### src/hw/cpr_map.svh
// Register offsets, field positions, reset values and timing counts of the clock controller
`ifndef CPR_MAP_SVH
`define CPR_MAP_SVH

// ----------------------------------------------------------------
// Register word offsets
// ----------------------------------------------------------------
`define CPR_ADDR_CTRL       4'h0
`define CPR_ADDR_STATUS     4'h1
`define CPR_ADDR_WDCTRL     4'h2
`define CPR_ADDR_IRQ_STAT   4'h3
`define CPR_ADDR_IRQ_MASK   4'h4

// ----------------------------------------------------------------
// Control register fields
// ----------------------------------------------------------------
`define CPR_CTRL_DIV_LO     0
`define CPR_CTRL_DIV_HI     1
`define CPR_CTRL_PM_EN      2
`define CPR_CTRL_STOP       3
`define CPR_CTRL_SB_EN      4
`define CPR_CTRL_WAIT_WARM  5
`define CPR_CTRL_SRC_LO     6
`define CPR_CTRL_SRC_HI     8

// ----------------------------------------------------------------
// Watchdog control and interrupt fields
// ----------------------------------------------------------------
`define CPR_WD_POR_BIT      7
`define CPR_IRQ_WARM_DONE   0
`define CPR_IRQ_STOP_EXIT   1
`define CPR_IRQ_SWITCHBACK  2
`define CPR_IRQ_W           3

// ----------------------------------------------------------------
// Encodings, reset values and timing
// ----------------------------------------------------------------
`define CPR_DIV_1           2'h0
`define CPR_DIV_SLOW        2'h3
`define CPR_D256_LAST       8'hFF
`define CPR_START_ADDR      16'h8000
`define CPR_WARMUP_OSC      65536
`define CPR_CLK_HZ          10000000
`define CPR_RST_HOLD_NS     1600
`define CPR_RST_HOLD_CYC    ((`CPR_RST_HOLD_NS * (`CPR_CLK_HZ / 1000000) + 999) / 1000)

`endif

### src/hw/cpr_pkg.sv
// Types shared by the clock, power and reset controller
package cpr_pkg;

    typedef enum logic [2:0] {
        CPR_SRC_RING,
        CPR_SRC_HF_XTAL,
        CPR_SRC_HF_EXT,
        CPR_SRC_LF_XTAL,
        CPR_SRC_LF_EXT
    } cpr_src_e;

    typedef enum logic [2:0] {
        CPR_ST_POR,
        CPR_ST_WDT,
        CPR_ST_EXT,
        CPR_ST_RUN,
        CPR_ST_STOP,
        CPR_ST_WARM_WAIT
    } cpr_state_e;

    typedef struct packed {
        cpr_state_e  state;
        logic [4:0]  hold_cnt;
        logic [1:0]  div_sel;
        logic        pm_en;
        logic        stop_req;
        logic        sb_en;
        logic        wait_warm;
        cpr_src_e    src_sel;
        cpr_src_e    act_src;
        logic [1:0]  act_div;
        logic        act_d256;
        logic [7:0]  tick_cnt;
        logic        xtal_ready;
        logic [19:0] warm_cnt;
        logic        por_flag;
        logic [2:0]  irq_stat;
        logic [2:0]  irq_mask;
        logic [15:0] rdata;
        logic        sys_clk_en;
        logic        cpu_reset;
        logic        hf_osc_en;
        logic        pin_drive;
        logic        irq;
    } cpr_state_s;

endpackage

### src/hw/cpr_ctrl.sv
// Clock source, divider, power mode and reset sequencer of the microcontroller
`timescale 1ns/1ps
`include "cpr_map.svh"

module cpr_ctrl #(
    parameter int WARMUP_CYCLES = `CPR_WARMUP_OSC
) (
    // Clock and power-on reset
    input  wire logic                  mclk,
    input  wire logic                  rst_n,
    // Register port
    input  wire logic [3:0]            reg_addr,
    input  wire logic [15:0]           reg_wdata,
    input  wire logic                  reg_wr,
    input  wire logic                  reg_rd,
    output logic [15:0]                reg_rdata,
    // Oscillator ticks, one bit per source, indexed by source code
    input  wire logic [4:0]            osc_tick,
    output logic                       hf_osc_enable,
    // Wake and reset causes
    input  wire logic                  ext_int_wake,
    input  wire logic                  rtc_alarm_wake,
    input  wire logic                  switchback_irq,
    input  wire logic                  watchdog_reset_req,
    // Bidirectional reset pin
    input  wire logic                  reset_pin_in,
    output logic                       reset_pin_out,
    output logic                       reset_pin_oe_n,
    // CPU side
    output logic                       sys_clk_en,
    output logic                       cpu_reset,
    output logic [15:0]                cpu_start_addr,
    output cpr_pkg::cpr_src_e          active_source,
    output logic                       irq
);
    import cpr_pkg::*;

    // ----------------------------------------------------------------
    // Parameter checks
    // ----------------------------------------------------------------
    // Warm-up count must fit the 20-bit counter
    if (WARMUP_CYCLES < 1 || WARMUP_CYCLES >= (1 << 20)) begin : g_bad_warmup
        $error("WARMUP_CYCLES out of range");
    end
    // Pin hold must fit the 5-bit hold counter
    if (`CPR_RST_HOLD_CYC < 1 || `CPR_RST_HOLD_CYC > 32) begin : g_bad_hold
        $error("reset hold count out of range");
    end

    // ----------------------------------------------------------------
    // Derived constants
    // ----------------------------------------------------------------
    // Hold covers the pin drive after power-on and watchdog resets
    localparam logic [19:0] WARM_LAST = 20'(WARMUP_CYCLES - 1);
    localparam logic [4:0]  HOLD_LAST = 5'(`CPR_RST_HOLD_CYC - 1);

    // ----------------------------------------------------------------
    // State and decode signals
    // ----------------------------------------------------------------
    cpr_state_s r;
    cpr_state_s next_r;

    logic       pin_ext_low;
    logic       osc_now;
    logic       sys_tick;
    logic [7:0] tick_last;
    logic       mode_256;
    logic       mode_32k;
    cpr_src_e   want_src;
    logic [2:0] irq_set;
    logic [2:0] irq_clr;

    // ----------------------------------------------------------------
    // Clock selection and division
    // ----------------------------------------------------------------
    always_comb begin
        // Pin reads low only from outside while we are not pulling it
        pin_ext_low = !reset_pin_in && !r.pin_drive;
        mode_256    = r.pm_en && (r.div_sel == `CPR_DIV_1);
        mode_32k    = r.pm_en && (r.div_sel == `CPR_DIV_SLOW);
        if (mode_32k) begin
            want_src = (r.src_sel == CPR_SRC_LF_EXT) ? CPR_SRC_LF_EXT : CPR_SRC_LF_XTAL;
        end else if (r.src_sel == CPR_SRC_HF_XTAL && !r.xtal_ready) begin
            want_src = CPR_SRC_RING;
        end else if (r.src_sel > CPR_SRC_LF_EXT) begin
            // Unused source codes fall back to the ring
            want_src = CPR_SRC_RING;
        end else begin
            want_src = r.src_sel;
        end
        osc_now   = osc_tick[r.act_src];
        // Divide-by-256 overrides the two-bit ratio
        tick_last = r.act_d256 ? `CPR_D256_LAST : 8'((1 << r.act_div) - 1);
        sys_tick  = osc_now && (r.tick_cnt == tick_last);
    end

    // ----------------------------------------------------------------
    // Next state
    // ----------------------------------------------------------------
    always_comb begin
        next_r            = r;
        next_r.rdata      = 16'h0000;
        next_r.sys_clk_en = 1'b0;
        irq_set           = 3'h0;
        irq_clr           = 3'h0;

        // ------------------------------------------------------------
        // Crystal warm-up
        // ------------------------------------------------------------
        // Counts crystal cycles while its oscillator is on, until the crystal is ready
        if (r.hf_osc_en && !r.xtal_ready && osc_tick[CPR_SRC_HF_XTAL]) begin
            if (r.warm_cnt == WARM_LAST) begin
                next_r.xtal_ready = 1'b1;
                irq_set[`CPR_IRQ_WARM_DONE] = 1'b1;
            end else begin
                next_r.warm_cnt = r.warm_cnt + 20'h00001;
            end
        end

        // ------------------------------------------------------------
        // System clock divider
        // ------------------------------------------------------------
        // Divider only runs while code may execute
        if (r.state == CPR_ST_RUN) begin
            if (osc_now) begin
                next_r.tick_cnt = sys_tick ? 8'h00 : r.tick_cnt + 8'h01;
            end
            if (sys_tick) begin
                next_r.sys_clk_en = 1'b1;
                next_r.act_src    = want_src;
                next_r.act_div    = r.div_sel;
                next_r.act_d256   = mode_256;
            end
        end

        // ------------------------------------------------------------
        // Register writes
        // ------------------------------------------------------------
        if (reg_wr) begin
            unique case (reg_addr)
                `CPR_ADDR_CTRL: begin
                    next_r.div_sel   = reg_wdata[`CPR_CTRL_DIV_HI:`CPR_CTRL_DIV_LO];
                    next_r.pm_en     = reg_wdata[`CPR_CTRL_PM_EN];
                    next_r.stop_req  = reg_wdata[`CPR_CTRL_STOP];
                    next_r.sb_en     = reg_wdata[`CPR_CTRL_SB_EN];
                    next_r.wait_warm = reg_wdata[`CPR_CTRL_WAIT_WARM];
                    next_r.src_sel   = cpr_src_e'(reg_wdata[`CPR_CTRL_SRC_HI:`CPR_CTRL_SRC_LO]);
                end
                `CPR_ADDR_WDCTRL: begin
                    if (!reg_wdata[`CPR_WD_POR_BIT]) begin
                        next_r.por_flag = 1'b0;
                    end
                end
                `CPR_ADDR_IRQ_STAT: irq_clr = reg_wdata[`CPR_IRQ_W-1:0];
                `CPR_ADDR_IRQ_MASK: next_r.irq_mask = reg_wdata[`CPR_IRQ_W-1:0];
                default: ;
            endcase
        end

        // ------------------------------------------------------------
        // Switchback
        // ------------------------------------------------------------
        // Leaves power mode; the clock returns to the selected source and two-bit divider ratio
        if (r.state == CPR_ST_RUN && r.sb_en && r.pm_en && switchback_irq) begin
            next_r.pm_en = 1'b0;
            irq_set[`CPR_IRQ_SWITCHBACK] = 1'b1;
        end

        // ------------------------------------------------------------
        // Reset and power sequence
        // ------------------------------------------------------------
        unique case (r.state)
            CPR_ST_POR, CPR_ST_WDT: begin
                next_r.pin_drive = 1'b1;
                next_r.hold_cnt  = r.hold_cnt + 5'h01;
                if (r.hold_cnt == HOLD_LAST) begin
                    next_r.state     = CPR_ST_EXT;
                    next_r.pin_drive = 1'b0;
                end
            end
            CPR_ST_EXT: begin
                // Pin released: restart at the fixed entry point
                if (reset_pin_in && !r.pin_drive) begin
                    next_r.state     = CPR_ST_RUN;
                    next_r.cpu_reset = 1'b0;
                end
            end
            CPR_ST_RUN: begin
                // Written value is used so a stop write halts at once
                if (next_r.stop_req) begin
                    next_r.state      = CPR_ST_STOP;
                    next_r.hf_osc_en  = 1'b0;
                    next_r.xtal_ready = 1'b0;
                    next_r.warm_cnt   = 20'h00000;
                    next_r.sys_clk_en = 1'b0;
                    next_r.tick_cnt   = 8'h00;
                end
            end
            CPR_ST_STOP: begin
                if (ext_int_wake || rtc_alarm_wake) begin
                    next_r.stop_req  = 1'b0;
                    next_r.hf_osc_en = 1'b1;
                    irq_set[`CPR_IRQ_STOP_EXIT] = 1'b1;
                    // Waiting only makes sense when the crystal is the chosen source
                    if (r.wait_warm && r.src_sel == CPR_SRC_HF_XTAL) begin
                        next_r.state = CPR_ST_WARM_WAIT;
                    end else begin
                        next_r.state   = CPR_ST_RUN;
                        next_r.act_src = want_src;
                    end
                end
            end
            CPR_ST_WARM_WAIT: begin
                // No system pulses until the crystal has settled
                if (r.xtal_ready) begin
                    next_r.state   = CPR_ST_RUN;
                    next_r.act_src = CPR_SRC_HF_XTAL;
                end
            end
        endcase

        // ------------------------------------------------------------
        // Watchdog and external reset
        // ------------------------------------------------------------
        // Both take over from any state; a power-on hold is left alone
        if ((watchdog_reset_req || pin_ext_low) && r.state != CPR_ST_POR) begin
            if (watchdog_reset_req && r.state != CPR_ST_WDT) begin
                // A fresh watchdog request restarts the pin hold
                next_r.state    = CPR_ST_WDT;
                next_r.hold_cnt = 5'h00;
            end else if (pin_ext_low && r.state != CPR_ST_WDT) begin
                next_r.state = CPR_ST_EXT;
            end else begin
                // Stay in the running reset state while the cause persists
                next_r.state = r.state;
            end
            next_r.cpu_reset  = 1'b1;
            next_r.hf_osc_en  = 1'b1;
            next_r.pm_en      = 1'b0;
            next_r.stop_req   = 1'b0;
            next_r.div_sel    = `CPR_DIV_1;
            next_r.act_div    = `CPR_DIV_1;
            next_r.act_d256   = 1'b0;
            next_r.act_src    = CPR_SRC_RING;
            next_r.tick_cnt   = 8'h00;
            next_r.sys_clk_en = 1'b0;
        end
        if (r.state == CPR_ST_STOP && next_r.state == CPR_ST_EXT) begin
            irq_set[`CPR_IRQ_STOP_EXIT] = 1'b1;
        end

        // ------------------------------------------------------------
        // Interrupt status
        // ------------------------------------------------------------
        // Sticky events: a new event beats a clear in the same cycle
        next_r.irq_stat = (r.irq_stat & ~irq_clr) | irq_set;
        next_r.irq      = |(next_r.irq_stat & next_r.irq_mask);

        // ------------------------------------------------------------
        // Register reads
        // ------------------------------------------------------------
        // Answer in the next cycle only
        if (reg_rd) begin
            unique case (reg_addr)
                `CPR_ADDR_CTRL: begin
                    next_r.rdata[`CPR_CTRL_DIV_HI:`CPR_CTRL_DIV_LO] = r.div_sel;
                    next_r.rdata[`CPR_CTRL_PM_EN]     = r.pm_en;
                    next_r.rdata[`CPR_CTRL_STOP]      = r.stop_req;
                    next_r.rdata[`CPR_CTRL_SB_EN]     = r.sb_en;
                    next_r.rdata[`CPR_CTRL_WAIT_WARM] = r.wait_warm;
                    next_r.rdata[`CPR_CTRL_SRC_HI:`CPR_CTRL_SRC_LO] = r.src_sel;
                end
                `CPR_ADDR_STATUS: begin
                    next_r.rdata[2:0] = r.act_src;
                    next_r.rdata[3]   = r.xtal_ready;
                    next_r.rdata[4]   = (r.state == CPR_ST_STOP);
                    next_r.rdata[5]   = r.act_d256;
                    next_r.rdata[6]   = mode_32k;
                end
                `CPR_ADDR_WDCTRL:   next_r.rdata[`CPR_WD_POR_BIT] = r.por_flag;
                `CPR_ADDR_IRQ_STAT: next_r.rdata[`CPR_IRQ_W-1:0] = r.irq_stat;
                `CPR_ADDR_IRQ_MASK: next_r.rdata[`CPR_IRQ_W-1:0] = r.irq_mask;
                // Unmapped words read as zero
                default:            next_r.rdata = 16'h0000;
            endcase
        end
    end

    // ----------------------------------------------------------------
    // State register; power-on reset clears it but sets the POR flag, CPU reset, oscillator enable and pin drive
    // ----------------------------------------------------------------
    always_ff @(posedge mclk or negedge rst_n) begin
        if (!rst_n) begin
            r            <= '0;
            r.state      <= CPR_ST_POR;
            r.src_sel    <= CPR_SRC_RING;
            r.act_src    <= CPR_SRC_RING;
            r.div_sel    <= `CPR_DIV_1;
            r.por_flag   <= 1'b1;
            r.cpu_reset  <= 1'b1;
            r.hf_osc_en  <= 1'b1;
            r.pin_drive  <= 1'b1;
        end else begin
            r <= next_r;
        end
    end

    // ----------------------------------------------------------------
    // Outputs, straight from the state register except the constant pin level and start address
    // ----------------------------------------------------------------
    assign reg_rdata      = r.rdata;
    assign hf_osc_enable  = r.hf_osc_en;
    // Open-drain pin: only ever pulled low, never driven high
    assign reset_pin_out  = 1'b0;
    assign reset_pin_oe_n = !r.pin_drive;
    assign sys_clk_en     = r.sys_clk_en;
    assign cpu_reset      = r.cpu_reset;
    assign cpu_start_addr = `CPR_START_ADDR;
    assign active_source  = r.act_src;
    assign irq            = r.irq;

endmodule

### config.mk
export PLATFORM = sky130hd
export DESIGN_NAME = cpr_ctrl
export DESIGN_NICKNAME = d
export VERILOG_FILES = /design/src/hw/cpr_pkg.sv /design/src/hw/cpr_ctrl.sv
export VERILOG_INCLUDE_DIRS = /design/src /design/src/hw
export SDC_FILE = /design/constraint.sdc
export NUM_CORES = 1
export LEC_CHECK = 0
export ABC_CLOCK_PERIOD_IN_PS = 2100
export BUFFER_PORTS_ARGS = -buffer_cell sky130_fd_sc_hd__buf_2
export CELL_PAD_IN_SITES_DETAIL_PLACEMENT = 1
export CELL_PAD_IN_SITES_GLOBAL_PLACEMENT = 2
export CORE_AREA = 5 5 105 181
export CTS_CLUSTER_DIAMETER = 150
export DETAILED_ROUTE_END_ITERATION = 10
export DIE_AREA = 0 0 110 186
export GPL_TIMING_DRIVEN = 0
export PLACE_DENSITY = 0.6
export SLEW_MARGIN = 20
export SYNTH_ARGS = -nofsm -noshare
export SYNTH_HDL_FRONTEND = slang
export SYNTH_SLANG_ARGS = --single-unit
### constraint.sdc
create_clock -name mclk -period 2.1 [get_ports mclk]
set_clock_uncertainty 0.1 [all_clocks]
set_input_delay 0.42 -clock mclk [delete_from_list [all_inputs] [get_ports mclk]]
set_output_delay 0.42 -clock mclk [all_outputs]
set_load 0.1 [all_outputs]
==> out/qor.csv <==
metric;value;unit
outcome;complete, but fails checks;
violations;negative setup slack;
multiInputGateArea;0.00233;mm²
hold_viol;0;
max_freq;0.473;GHz
slew_headroom;57.8;%
layout_commonest_cell;dfrtp_1;
n_fill_cell;2025;
slew_viol_final;0;
ys_types;68;
ys_seq_elements;73;
rr_worst_depth;9;
routabilityCongestion;0.764;
firstDrtPassIters;4;
drive_gt1_share;35.4;%
power.leakage;0.00250;µW
wire_per_inst;16.2;µm
synth_area;0.00423;mm²
synthArstFlopShare;100;%
synth_top_area_share;40.8;%
start_kind;register;
critPathArrivalTime;2.28;ns
synth_ff_type;dfrtp_1;
reg2reg_to;r[55]$_DFF_PN0_;
worstMarginPinSlew;0.634;ns
avgSynthCellArea;9.77;µm²
numCtsBuffers;9;
wl_met1;4570;µm
wl_met3;424;µm
htree_levels;3;
p_total;5540;µW
crit_fanout;6;
finalSetupViolations;5;
num-nets-final;561;
drc;0;
synth_cells;433;
irDropWorstVdd;0.324;mV
cts_tree;yes;
powerDensity;1000;mW/mm²
routed_via_density;4.59;
io_buffers;41;
seq_area_frac_synth;43.3;%
worst_path_largest_cell_delay;0.40;ns
diodes;0;
holdWs;0.000204;ns
yosysTopAreaCell;dfrtp_1;
clk_pin_slew;0.06;ns
grt_remaining_overflow;0;
dieArea;0.0205;mm²
synth_edf_count;0;
die_h;186;µm
drt_iter0_drc;98;
synthToLayoutAreaGrowth;30.8;%
min_path_type;primary input to asynchronous set/reset pin;
cts_sinks;73;
antenna_found_initial;0;
cp_slowest_cell;dfrtp_1;
cp_common_cell;buf_4;
synth_area_leaders;dfrtp_1 (41%), buf_4 (6.7%), nor2_1 (5.1%), mux2i_1 (5.0%), xor2_1 (4.6%);
grt_max_degree;47;
cts_root_buf;clkbuf_16;
start_util;24.4;%
fin_crit;2.11;ns
timing.final.ws_setup;-0.0129;ns
critPathKind;register to register;
end_kind;register;
max_cap_viol_count;0;
cts_buffer_depth;2;
rrSetupSlack;-0.01;ns
hpwl;9370;µm
regArea;0.00184;mm²
dieWidth;110;µm
holdBufCountCts;0;
fp-row-count;64;
final_cell_mix;dfrtp_1 (63), buf_4 (54), nor2_1 (54), buf_2 (42), conb_1 (24);
crit_chain;buf_4 -> and4_2 -> nand2_2 -> o32a_1 -> nor4_4 -> buf_4 -> or3_4 -> buf_6 -> nor2_1;
pin_count;75;
yosysWarnings;0;
r2r-start;r[52]$_DFF_PN0_;
final_antenna_net_count;0;
rsz0062_at_grt;true;
core;0.0174;mm²
vias;3474;
highest_layer;met4;
clock_latency;0.34;ns
grt_pass1_vias;3767;
routed_wirelength;12300;µm
period_share;101;%
grt_pass1_wl;19700;µm
track_usage;12.6;%
worstPathRequired;2.27;ns
dr_wl_met2;7020;µm
[sequential cells by signal (all words and copies together), names as in the netlist]
register	cells
hf_osc_enable	1
irq	1
cpu_reset	1
sys_clk_en	1
r	57
reg_rdata	9
active_source	3
[worst max-delay path by stage]
stage / from / slack [ns] / cells after the start / end
floorplan: reg_addr[1] / -0.19 / 9 / r[51]$_DFF_PN0_
global placement: reg_addr[3] / -0.88 / 8 / irq$_DFF_PN0_
detailed placement: reg_addr[3] / -0.83 / 8 / irq$_DFF_PN0_
CTS: r[52]$_DFF_PN0_ / -0.07 / 7 / active_source[0]$_DFF_PN0_
global route: r[52]$_DFF_PN0_ / -0.09 / 9 / r[55]$_DFF_PN0_
finish: r[52]$_DFF_PN0_ / -0.01 / 9 / r[55]$_DFF_PN0_
[area by class of cell]
cell class	instances	area share, %
multi-input combinational	323	42.1
sequential	73	33.3
clock inverter	6	1.63
timing repair buffer	58	6.24
clock buffer	10	4.32
inverter	9	0.611
tap	231	5.22
buffer	47	6.60
[power breakdown]
group          internal (µW)  leakage, µW  switching (µW)
registers               1620     0.000956             237
logic                    729      0.00138            1240
clock network           1080     0.000159             643
total                   3430      0.00250            2120
[repair_timing]
item,4_1_cts,5_1_grt
endpoints found under the hold margin,0,0
gates cloned,0,0
gates resized for setup,20,36
setup buffers,7,10
endpoints found under the setup margin,40,41
pin swaps,4,11
[Yosys cell counts (6+ instances only)]
master    instances
xor2_1           22
clkbuf_1          8
buf_4            38
inv_1             9
nand3_1          14
mux2_2            8
nor3_1            9
nand4_1          11
nand2b_1          8
and3_1            8
nor2_1           58
dfrtp_1          69
ha_1              6
mux2i_1          21
nor2b_1           6
a21oi_1          15
nand2_1          26
or3_1             8
[worst max-delay path, delay by kind of cell (launching register included)]
kind	cells	cell delay (ns)
flops	1	0.40
simple gates	5	0.82
compound gates	1	0.26
buf+inv	3	0.45
[per-layer routing]
layer  track usage (%)  vias to the layer above
met5                 0                        -
met4              5.19                        0
met3              2.53                       20
met2              23.6                       68
met1              13.2                     1743
li1                  -                     1643
[cell families after synthesis]
group / synth area share [%]
DFF: 43.3
muxes: 7.10
adders and majority gates: 1.77
and+or+nand+nor: 22.1
other: 0.177
AOI/OAI and AO/OA: 10.9
xor gates and xnor gates: 5.59
buffers and inverters: 9.02
[stage by stage]
step	std cells	TNS [ns]	utilization, %	cell area, µm²	setup slack (ns)
floorplan	455	-2.24	-	4360	-0.191
global placement	727	-22.70	27.9	4850	-0.881
detailed placement	728	-15.79	28.1	4880	-0.831
CTS	749	-0.553	30.8	5350	-0.0685
global route	757	-0.604	31.8	5530	-0.0861
finish	757	-0.0513	31.8	5530	-0.0129
Power figures use the tool's default switching activity.
